[src/hw/rsp_consts.svh]
// Constants for the return stack pointer control block: register offsets,
// field positions, reset values and the pointer limits.
// Assumes inclusion by bare name from the package and the design module.
`ifndef RSP_CONSTS_SVH
`define RSP_CONSTS_SVH

// Register byte offsets on the APB slave
`define RSP_OFF_POINTER 8'h00
`define RSP_OFF_CONFIG 8'h04
`define RSP_OFF_IRQ_STATUS 8'h08
`define RSP_OFF_IRQ_ENABLE 8'h0c
`define RSP_OFF_IRQ_CLEAR 8'h10
`define RSP_OFF_TOP_ENTRY 8'h14
// Address bits that take part in the register decode
`define RSP_OFF_BITS 8

// Pointer register field positions
`define RSP_BIT_FULL 7
`define RSP_BIT_UNDERFLOW 6
`define RSP_PTR_MSB 4
`define RSP_PTR_LSB 0

// Configuration and interrupt field positions
`define RSP_BIT_OVF_RST_EN 0
`define RSP_IRQ_FULL 0
`define RSP_IRQ_UNDERFLOW 1

// Pointer limits and values
`define RSP_PTR_EMPTY 5'h00
`define RSP_PTR_TOP 5'h1f
`define RSP_PTR_STEP 5'h01

// Reset values
`define RSP_OVF_RST_EN_RESET 1'b1
`define RSP_IRQ_RESET 2'h0

// Offset added to the program counter on the overflowing push
`define RSP_PC_STEP 2

`endif

[src/hw/rsp_pkg.sv]
// Types shared by the return stack pointer control block.
// Assumes rsp_consts.svh sits on the include path.
`include "rsp_consts.svh"

package rsp_pkg;

	// Five-bit stack pointer, values 0 to 31
	typedef logic [4:0] ptr_t;

	// Register selected by an APB address
	typedef enum logic [2:0] {
		REG_POINTER,
		REG_CONFIG,
		REG_IRQ_STATUS,
		REG_IRQ_ENABLE,
		REG_IRQ_CLEAR,
		REG_TOP_ENTRY,
		REG_NONE
	} reg_e;

endpackage : rsp_pkg

[src/hw/return_stack_pointer_control.sv]
// Return stack pointer control: pointer, full and underflow flags, the
// overflow reset option, the return stack storage and an APB register slave.
// Assumes the core issues push and pop as one-cycle pulses on clk, never both
// at once, and that a device reset request is fed back into rst by the system.
//
// Overview of operation
// - Pointer holds only values 0 to 31.
// - Push increments then writes; pop reads then decrements.
// - Any device reset clears the pointer.
// - Software reads and writes the pointer.
// - Full flag sets after 31 pushes.
// - Full flag cleared only by software or power-on.
// - Reset enabled: 31st push stores PC+2, resets.
// - Reset disabled: pointer stops at 31, entry kept.
// - Pop on empty returns zero, sets underflow.
// - Underflow flag cleared by software or power-on.
// - Underflow only redirects to zero, no reset.
// - Register bits: full 7, underflow 6, pointer 4:0.
// - Software push/pop move pointer like calls/returns.
`timescale 1ns/10ps
`include "rsp_consts.svh"

module return_stack_pointer_control
	import rsp_pkg::*;
#(
	parameter int PC_WIDTH = 21, // Program counter width
	parameter int ADDR_WIDTH = 8 // APB address width
)
(
	input wire logic clk,
	input wire logic rst,
	input wire logic porRst,
	input wire logic psel,
	input wire logic penable,
	input wire logic pwrite,
	input wire logic [ADDR_WIDTH-1:0] paddr,
	input wire logic [31:0] pwdata,
	output logic [31:0] prdata,
	output logic pready,
	output logic pslverr,
	input wire logic pushReq,
	input wire logic popReq,
	input wire logic [PC_WIDTH-1:0] pcValue,
	output logic [PC_WIDTH-1:0] popPcValue,
	output logic popDone,
	output logic [PC_WIDTH-1:0] topOfStackEntry,
	output logic deviceResetReq,
	output logic irq
);

	// Whole block state, registered in one place
	typedef struct packed {
		logic [31:0][PC_WIDTH-1:0] stack; // Entry 0 is never written
		ptr_t ptr; // Pointer value field
		logic stackFullFlag; // Sticky full flag
		logic stackUnderflowFlag; // Sticky underflow flag
		logic overflowResetEnable; // Overflow reset option
		logic [1:0] irqStatus; // Sticky interrupt events
		logic [1:0] irqEnable; // Interrupt mask
		logic irqOut; // Registered interrupt level
		logic apbReady; // High in the access cycle
		logic apbError; // Unmapped address answer
		logic [31:0] apbRdata; // Read data captured in setup
		logic [PC_WIDTH-1:0] popValue; // Value returned by the last pop
		logic popStrobe; // One-cycle pop completion
		logic [PC_WIDTH-1:0] topEntry; // Entry under the pointer
		logic resetReq; // One-cycle overflow reset request
	} state_s;

	state_s s_q; // Registered state
	state_s s_d; // Next state

	// Map an APB address onto a register; reused by read and write paths
	function automatic reg_e decodeReg(input logic [ADDR_WIDTH-1:0] addr);
		reg_e sel;
		sel = REG_NONE;
		// Only aligned words hit; byte lanes are not decoded
		case (addr[`RSP_OFF_BITS-1:0])
			`RSP_OFF_POINTER: sel = REG_POINTER;
			`RSP_OFF_CONFIG: sel = REG_CONFIG;
			`RSP_OFF_IRQ_STATUS: sel = REG_IRQ_STATUS;
			`RSP_OFF_IRQ_ENABLE: sel = REG_IRQ_ENABLE;
			`RSP_OFF_IRQ_CLEAR: sel = REG_IRQ_CLEAR;
			`RSP_OFF_TOP_ENTRY: sel = REG_TOP_ENTRY;
			default: sel = REG_NONE;
		endcase
		// Upper address bits must be zero for a hit
		if ((addr >> `RSP_OFF_BITS) != '0)
		begin
			sel = REG_NONE;
		end
		return sel;
	endfunction : decodeReg

	// Pack the pointer register image
	function automatic logic [31:0] pointerImage(input state_s st);
		logic [31:0] img;
		img = 32'h0;
		img[`RSP_BIT_FULL] = st.stackFullFlag;
		img[`RSP_BIT_UNDERFLOW] = st.stackUnderflowFlag;
		img[`RSP_PTR_MSB:`RSP_PTR_LSB] = st.ptr;
		return img;
	endfunction : pointerImage

	// Request decode for this cycle
	logic apbSetup; // First cycle of a transfer
	logic apbDone; // Access completes at this edge
	reg_e apbSel; // Register addressed now
	logic fullEvent; // Full flag set this cycle
	logic underflowEvent; // Underflow flag set this cycle
	ptr_t nextPtr; // Pointer after an increment

	// Read data is captured only in the setup cycle
	assign apbSetup = psel && !penable;
	assign apbDone = psel && penable && s_q.apbReady;
	assign apbSel = decodeReg(paddr);
	// Wraps past 31, but the push branches never store that wrap
	assign nextPtr = ptr_t'(s_q.ptr + `RSP_PTR_STEP);

	// Next-state logic: core stack events, register access, resets
	always_comb
	begin
		s_d = s_q;
		s_d.popStrobe = 1'b0;
		s_d.resetReq = 1'b0;
		fullEvent = 1'b0;
		underflowEvent = 1'b0;

		// Software writes: pointer, flags clear, config, mask, event clear
		if (apbDone && pwrite)
		begin
			case (apbSel)
				REG_POINTER:
				begin
					s_d.ptr = pwdata[`RSP_PTR_MSB:`RSP_PTR_LSB];
					if (!pwdata[`RSP_BIT_FULL])
					begin
						s_d.stackFullFlag = 1'b0;
					end
					if (!pwdata[`RSP_BIT_UNDERFLOW])
					begin
						s_d.stackUnderflowFlag = 1'b0;
					end
				end
				REG_CONFIG:
				begin
					// Option survives a device reset; only power-on sets it back
					s_d.overflowResetEnable = pwdata[`RSP_BIT_OVF_RST_EN];
				end
				REG_IRQ_ENABLE:
				begin
					// Mask is cleared by any device reset
					s_d.irqEnable = pwdata[`RSP_IRQ_UNDERFLOW:`RSP_IRQ_FULL];
				end
				REG_IRQ_CLEAR:
				begin
					// Write one to clear; a new event below still wins
					s_d.irqStatus = s_q.irqStatus & ~pwdata[`RSP_IRQ_UNDERFLOW:`RSP_IRQ_FULL];
				end
				default:
				begin
					// Read-only or unmapped: nothing stored
				end
			endcase
		end

		// Core push, used by calls, interrupts and software push alike
		if (pushReq)
		begin
			if (s_q.ptr == `RSP_PTR_TOP)
			begin
				// pointer parked at 31, entry kept
				// Refused push: nothing stored, the flag is set again
				fullEvent = 1'b1;
				s_d.ptr = `RSP_PTR_TOP;
			end
			else if (nextPtr == `RSP_PTR_TOP && s_q.overflowResetEnable)
			begin
				s_d.stack[nextPtr] = PC_WIDTH'(pcValue + `RSP_PC_STEP);
				fullEvent = 1'b1;
				s_d.ptr = `RSP_PTR_EMPTY;
				// Pointer is already zero when the system reset lands
				s_d.resetReq = 1'b1;
			end
			else
			begin
				s_d.stack[nextPtr] = pcValue;
				s_d.ptr = nextPtr;
				if (nextPtr == `RSP_PTR_TOP)
				begin
					fullEvent = 1'b1;
				end
			end
		end
		else if (popReq)
		begin
			s_d.popStrobe = 1'b1;
			if (s_q.ptr == `RSP_PTR_EMPTY)
			begin
				// no reset, only a zero vector
				s_d.popValue = '0;
				underflowEvent = 1'b1;
				// Pointer stays at zero; it never wraps to 31
				s_d.ptr = `RSP_PTR_EMPTY;
			end
			else
			begin
				s_d.popValue = s_q.stack[s_q.ptr];
				s_d.ptr = ptr_t'(s_q.ptr - `RSP_PTR_STEP);
			end
		end

		// Hardware set wins over a software clear in the same cycle
		if (fullEvent)
		begin
			s_d.stackFullFlag = 1'b1;
			s_d.irqStatus[`RSP_IRQ_FULL] = 1'b1;
		end
		if (underflowEvent)
		begin
			s_d.stackUnderflowFlag = 1'b1;
			s_d.irqStatus[`RSP_IRQ_UNDERFLOW] = 1'b1;
		end

		// APB handshake: one wait-free access phase after each setup
		if (apbSetup)
		begin
			s_d.apbReady = 1'b1;
			s_d.apbError = (apbSel == REG_NONE);
			case (apbSel)
				REG_POINTER: s_d.apbRdata = pointerImage(s_q);
				REG_CONFIG: s_d.apbRdata = 32'(s_q.overflowResetEnable);
				REG_IRQ_STATUS: s_d.apbRdata = 32'(s_q.irqStatus);
				REG_IRQ_ENABLE: s_d.apbRdata = 32'(s_q.irqEnable);
				REG_TOP_ENTRY: s_d.apbRdata = 32'(s_q.stack[s_q.ptr]);
				default: s_d.apbRdata = 32'h0;
			endcase
		end
		else if (apbDone)
		begin
			s_d.apbReady = 1'b0;
			s_d.apbError = 1'b0;
		end

		// Device reset: pointer, bus and interrupt logic; flags survive it
		if (rst)
		begin
			// Stack contents stay, only the pointer into them is lost
			// reset clears the pointer
			s_d.ptr = `RSP_PTR_EMPTY;
			s_d.irqStatus = `RSP_IRQ_RESET;
			s_d.irqEnable = `RSP_IRQ_RESET;
			s_d.apbReady = 1'b0;
			s_d.apbError = 1'b0;
			s_d.apbRdata = 32'h0;
			s_d.popStrobe = 1'b0;
			s_d.resetReq = 1'b0;
			s_d.popValue = '0;
		end

		// Power-on reset clears everything, flags too, and sets the option back to 1
		if (porRst)
		begin
			// Wins over a device reset in the same cycle
			s_d = '0;
			s_d.overflowResetEnable = `RSP_OVF_RST_EN_RESET;
		end

		s_d.topEntry = s_d.stack[s_d.ptr];
		// Built from the next state, so irq has no extra cycle of lag
		s_d.irqOut = |(s_d.irqStatus & s_d.irqEnable);
	end

	// Single state register; all resets are synchronous
	// Both resets sit in the next-state logic, so no reset branch here
	always_ff @(posedge clk)
	begin
		s_q <= s_d;
	end

	// Outputs come straight from the state register
	// Bus answers are registered, hence pready one cycle after setup
	assign prdata = s_q.apbRdata;
	assign pready = s_q.apbReady;
	assign pslverr = s_q.apbError;
	assign popPcValue = s_q.popValue;
	assign popDone = s_q.popStrobe;
	assign topOfStackEntry = s_q.topEntry;
	assign deviceResetReq = s_q.resetReq;
	assign irq = s_q.irqOut;

endmodule : return_stack_pointer_control

[config.mk]
export PLATFORM = sky130hd
export DESIGN_NAME = return_stack_pointer_control
export DESIGN_NICKNAME = d
export VERILOG_FILES = /design/src/hw/rsp_pkg.sv /design/src/hw/return_stack_pointer_control.sv
export VERILOG_INCLUDE_DIRS = /design/src /design/src/hw
export SDC_FILE = /design/constraint.sdc
export NUM_CORES = 2
export LEC_CHECK = 0
export BUFFER_PORTS_ARGS = -buffer_cell sky130_fd_sc_hd__buf_2
export CAP_MARGIN = 10
export CORE_MARGIN = 2
export CORE_UTILIZATION = 40
export DETAILED_ROUTE_END_ITERATION = 10
export PLACE_DENSITY = 0.63
export SETUP_SLACK_MARGIN = 0.02
export SYNTH_ARGS = -nofsm -noshare
export SYNTH_HDL_FRONTEND = slang
export SYNTH_SLANG_ARGS = --single-unit
[constraint.sdc]
create_clock -name clk -period 4.55 [get_ports clk]
set_input_delay 1.365 -clock clk [delete_from_list [all_inputs] [get_ports clk]]
set_output_delay 1.365 -clock clk [all_outputs]
set_load 0.02 [all_outputs]
# Yosys cells after proc, flatten, opt, wreduce, memory -nomap -nowiden
# Cells that the tools add are included.
totals:
  mem_count: 0
  ram_bits: 0
  latch_bits: 0
  romBits: 0
  reg_bits: 763
  wordCells: 144
op_classes:
  n_reduce_logical: 23
  add_sub_neg: 3
  bitwise: 4
  order_cmp: 4
  shift: 0
  n_mux: 49
  div_mod_pow: 0
  eq_ne: 15
  n_mul: 0
ops:
  columns: ["operator", "n"]
  rows:
  - ["672-bit bitwise mux", 2]
  - ["672-bit 2-to-1 mux", 2]
  - ["763-bit 2-to-1 mux", 1]
  - ["677-bit 2-to-1 mux", 1]
  - ["21-bit binary-select mux with 5-bit select", 2]
  - ["21-bit demux with 5-bit select", 1]
  - ["21-bit one-hot mux with 5 select lines", 1]
  - ["21-bit 2-to-1 mux", 4]
  - ["56-bit 2-to-1 mux", 1]
  - ["22-bit 2-to-1 mux", 2]
  - ["32-bit 2-to-1 mux", 1]
  - ["5-bit 2-to-1 mux", 5]
  - ["21-bit by 2-bit adder with 21-bit output (second input constant)", 1]
  - ["5-bit by 6-bit less-than comparator with 1-bit output (second input constant)", 3]
  - ["1-bit 2-to-1 mux", 18]
  - ["3-bit one-hot mux with 6 select lines", 1]
  - ["8-bit by 4-bit == test with 1-bit output (second input constant)", 2]
  - ["8-bit by 5-bit == test with 1-bit output (second input constant)", 2]
  - ["12-bit 2-to-1 mux", 1]
  - ["5-bit == test (second input constant)", 2]
  - ["2-bit nonzero test", 5]
  - ["3-bit == test (second input constant)", 3]
  - ["8-bit by 3-bit == test with 1-bit output (second input constant)", 1]
  - ["8-bit logical NOT", 1]
  - ["21 further kinds", 35]

# Depth between registers and ports, before layout
depth:
  ltp_word: 13
  depth_mapped: 21
  depth_no_buf: 15

# Worst setup path before layout
# Ideal clock, no wire load.
synth_path:
  kind: "register to register"
  from: "register s_q[87] in the netlist's numbering"
  to: "register s_q (netlist bit topOfStackEntry[1])"
  path_slack_ps: 410
  path_stages_with_launch: 19
  t_required_ps: 4409
  setup_ps: 141
  arrival_ps: 3999
  cell_sequence: "dfxtp_1 -> ha_1 -> clkbuf_1 -> inv_1 -> nor3_1 -> ha_1 -> buf_2 -> and3_1 -> nand2_1 -> buf_1 -> nand2_2 -> xnor2_1 -> buf_2 -> buf_2 -> nand2_1 -> o21ai_0 -> a21oi_1 -> o221ai_1 -> a221oi_2"
synth_rtl:
  columns: ["item", "line", "rtl"]
  rows:
  - ["start: declaration", "return_stack_pointer_control.sv:70", "state_s s_q;"]
  - ["start signal: assignment", "return_stack_pointer_control.sv:278", "s_q <= s_d;"]

==> impl_metrics.json <==
{
  "io_buffer_count": 111,
  "cp_cell_sequence": "ha_1 -> inv_1 -> nor3_1 -> ha_1 -> nand3_1 -> a2111oi_4 -> nor2_1 -> a21oi_1 -> or4_1 -> buf_4 -> inv_2 -> buf_4 -> nand2_1 -> buf_4 -> a311o_1 -> a21oi_1 -> or4_1",
  "holdBufCountCts": 0,
  "end_kind": "register",
  "clock.fmax_mhz": 228.2,
  "die_x_microns": 313.9,
  "avgViaCountPerCell": 6.440,
  "hp-class": "register to register",
  "ios": 148,
  "hold_viol": 0,
  "drive_gt1_share_pct": 20.81,
  "core_sq_um": 95150,
  "dp_worst_setup_slack_ns": -0.3268,
  "cp-startpoint": "s_q[87]",
  "rsz0062_at_grt": "no",
  "cts.path.max_buffers": 3,
  "power.internal_w": 0.01154,
  "grt_max_degree": 175,
  "power_density_nw_per_um2": 341.2,
  "p_clk_share_pct": 45.5,
  "synth_common_cells": "757 x nor2_1, 752 x dfxtp_1, 465 x a211oi_1, 362 x a21oi_1, 281 x nand2_1",
  "crit_type": "register to register",
  "synthFlopType": "dfxtp_1",
  "crit_slowest_cell": "or4_1",
  "post-synth-top-count-cell": "nor2_1",
  "rows": 113,
  "cp.required_ns": 5.07,
  "utilization_pct": 48.75,
  "dp.cells": 5901,
  "grt_overflow": 0,
  "p_leak_nw": 15.59,
  "dieArea_sq_um": 98560,
  "clk-insertion-delay-late_ns": 0.68,
  "status": "finished, final reports clean",
  "cts.sinks": 752,
  "ys_seq_area_share_pct": 39.18,
  "drc": 0,
  "fin_crit_sh_pct": 96.30,
  "maxCapViolCount": 0,
  "syn2layout_area_growth_pct": 20.73,
  "worstMarginPinSlew_ns": 1.222,
  "async_flop_share_pct": 0,
  "grt_pass1_vias": 36040,
  "cts_tree": "built",
  "fin_tns_setup_ns": 0,
  "synth_top_area_share_pct": 39.18,
  "cp.depth": 17,
  "synth-edff-count": 0,
  "ir_drop_mv": 0.2540,
  "fin_cells": 6052,
  "antenna_found_initial": 8,
  "synth_top_cell_by_area": "dfxtp_1",
  "drt_iter0_drc": 5316,
  "htree_levels": 3,
  "antenna_left": 0,
  "rr_worst_depth": 17,
  "worst-endpoint-arrival_ns": 4.90,
  "vias": 38970,
  "grt_pass1_wl_mm": 248.0,
  "synthesis.area_sq_um": 38420,
  "cpLargestDelayFamily": "simple AND/OR/NAND/NOR gates",
  "hold_depth": 2,
  "synthDistinctLibCells": 98,
  "fp.dieH_microns": 313.9,
  "slew_headroom_pct": 18.54,
  "place_congestion": 0.9943,
  "fin_skew_ns": 0.02838,
  "worst-path-max-fanout": 8,
  "crit_buf_inv": 5,
  "cpMostUsedCell": "buf_4",
  "grt_usage_pct": 33.93,
  "post-cts-setup-buffers": 0,
  "r2r-start": "s_q[87]",
  "dpl.hpwl_mm": 121.3,
  "period_needed_ns": 4.382,
  "drv_slew": 0,
  "layout.nets": 4796,
  "ys_ff_latch": 752,
  "clockRootBuffer": "clkbuf_16",
  "synthCells": 4533,
  "finalSetupViolCount": 0,
  "numCtsBuffers": 81,
  "p_comb_share_pct": 12.0,
  "p_seq_share_pct": 42.5,
  "first_pass_iters": 6,
  "start_kind": "register",
  "netSwitchingFraction_pct": 27.07,
  "synthTopCellsByArea": "dfxtp_1 39%, a211oi_1 9.1%, nor2_1 7.4%, mux4_2 6.2%, mux2i_1 4.9%",
  "path_clk_slew_ns": 0.06,
  "routedWlPerCell_microns": 28.53,
  "slowest_delay_ns": 0.58,
  "worst_slack_ns": 0.1683,
  "switchingPower_w": 0.004285,
  "min_from": "popPcValue[5]",
  "syn_area_per_cell_sq_um": 8.477,
  "whs_ns": 0.4800,
  "wirelength_mm": 172.7,
  "initial_core_util_pct": 40.38,
  "ys_warn_count": 0
}
-- placed cells by master, fill, tap and decap left out, drive strengths merged, types with 55 or more instances in the layout --
| cell | count |
|---|---|
| nor2 | 761 |
| dfxtp | 752 |
| buf | 629 |
| a211oi | 474 |
| a21oi | 365 |
| nand2 | 287 |
| o21ai | 267 |
| mux2i | 190 |
| clkbuf | 116 |
| mux4 | 105 |
| o22ai | 98 |
| nor3 | 73 |
| nand3 | 58 |
| a22oi | 55 |
-- through the flow --
stage	total power, W	cell area (sq um)
detailed placement	0.008688	43440
finish	0.01583	46390
global placement	0.008681	43430
global route	0.01619	46390
CTS	0.01577	46310
floorplan	0.007820	38460
-- metal layers --
metal  share of wire, %  global-route usage, %  vias up
met3                 12                  8.801      589
met4                7.2                  21.59       10
met2                 42                  49.39     2686
met1                 39                  44.60    18590
met5              0.042                      0        -
li1                   -                      -    17100
-- worst register-to-register path, delay by kind of cell (launching register included) --
kind	cells	cell delay [ns]
simple gates	6	1.50
compound gates	4	0.94
buf+inv	5	0.82
fa+ha+maj	2	0.60
flops	1	0.39
-- sequential cells by signal, indices dropped and copies added, names as in the netlist --
name,cells
irq,1
s_q,684
pslverr,1
deviceResetReq,1
pready,1
topOfStackEntry,21
popPcValue,21
prdata,21
popDone,1
-- cell type report --
class,instances,area [sq um]
antenna,1,2.502
clock inverter,34,478.0
fill,9109,48760
clock buffer,116,2391
timing repair buffer,629,5517
multi-input combinational,3238,21280
inverter,17,67.56
sequential,752,15070
tap,1265,1583
-- cells by family after synthesis --
group | count (synthesis) | share of synthesized area (%)
AO/OA/AOI/OAI | 1541 | 26.62
flip-flops | 752 | 39.18
XOR/XNOR | 34 | 0.7750
buffers and inverters | 553 | 6.923
adder cells (fa/ha/maj) | 8 | 0.2605
other | 1 | 0.009759
multiplexers | 298 | 11.19
AND/OR/NAND/NOR | 1346 | 15.04
-- final timing paths --
kind,end,slack [ns]
setup reg to reg,topOfStackEntry[0],0.17
hold / removal,popPcValue[5],0.48
hold reg to reg,popPcValue[5],0.48
setup / recovery,topOfStackEntry[0],0.17
-- power by group through the flow --
| stage | clock network [W] | registers [W] | logic [W] |
|---|---|---|---|
| floorplan | 0 | 0.00684 | 0.000982 |
| global placement | 0 | 0.00687 | 0.00181 |
| detailed placement | 0 | 0.00687 | 0.00182 |
| CTS | 0.00722 | 0.00672 | 0.00183 |
| global route | 0.00752 | 0.00673 | 0.00195 |
| finish | 0.00721 | 0.00672 | 0.00190 |
-- timing repair --
item / 4_1_cts / 5_1_grt
gates resized for setup: 1 / 13
endpoints found under the setup margin: 1 / 12
cloned: 0 / 0
Power figures use the tool's default switching activity.
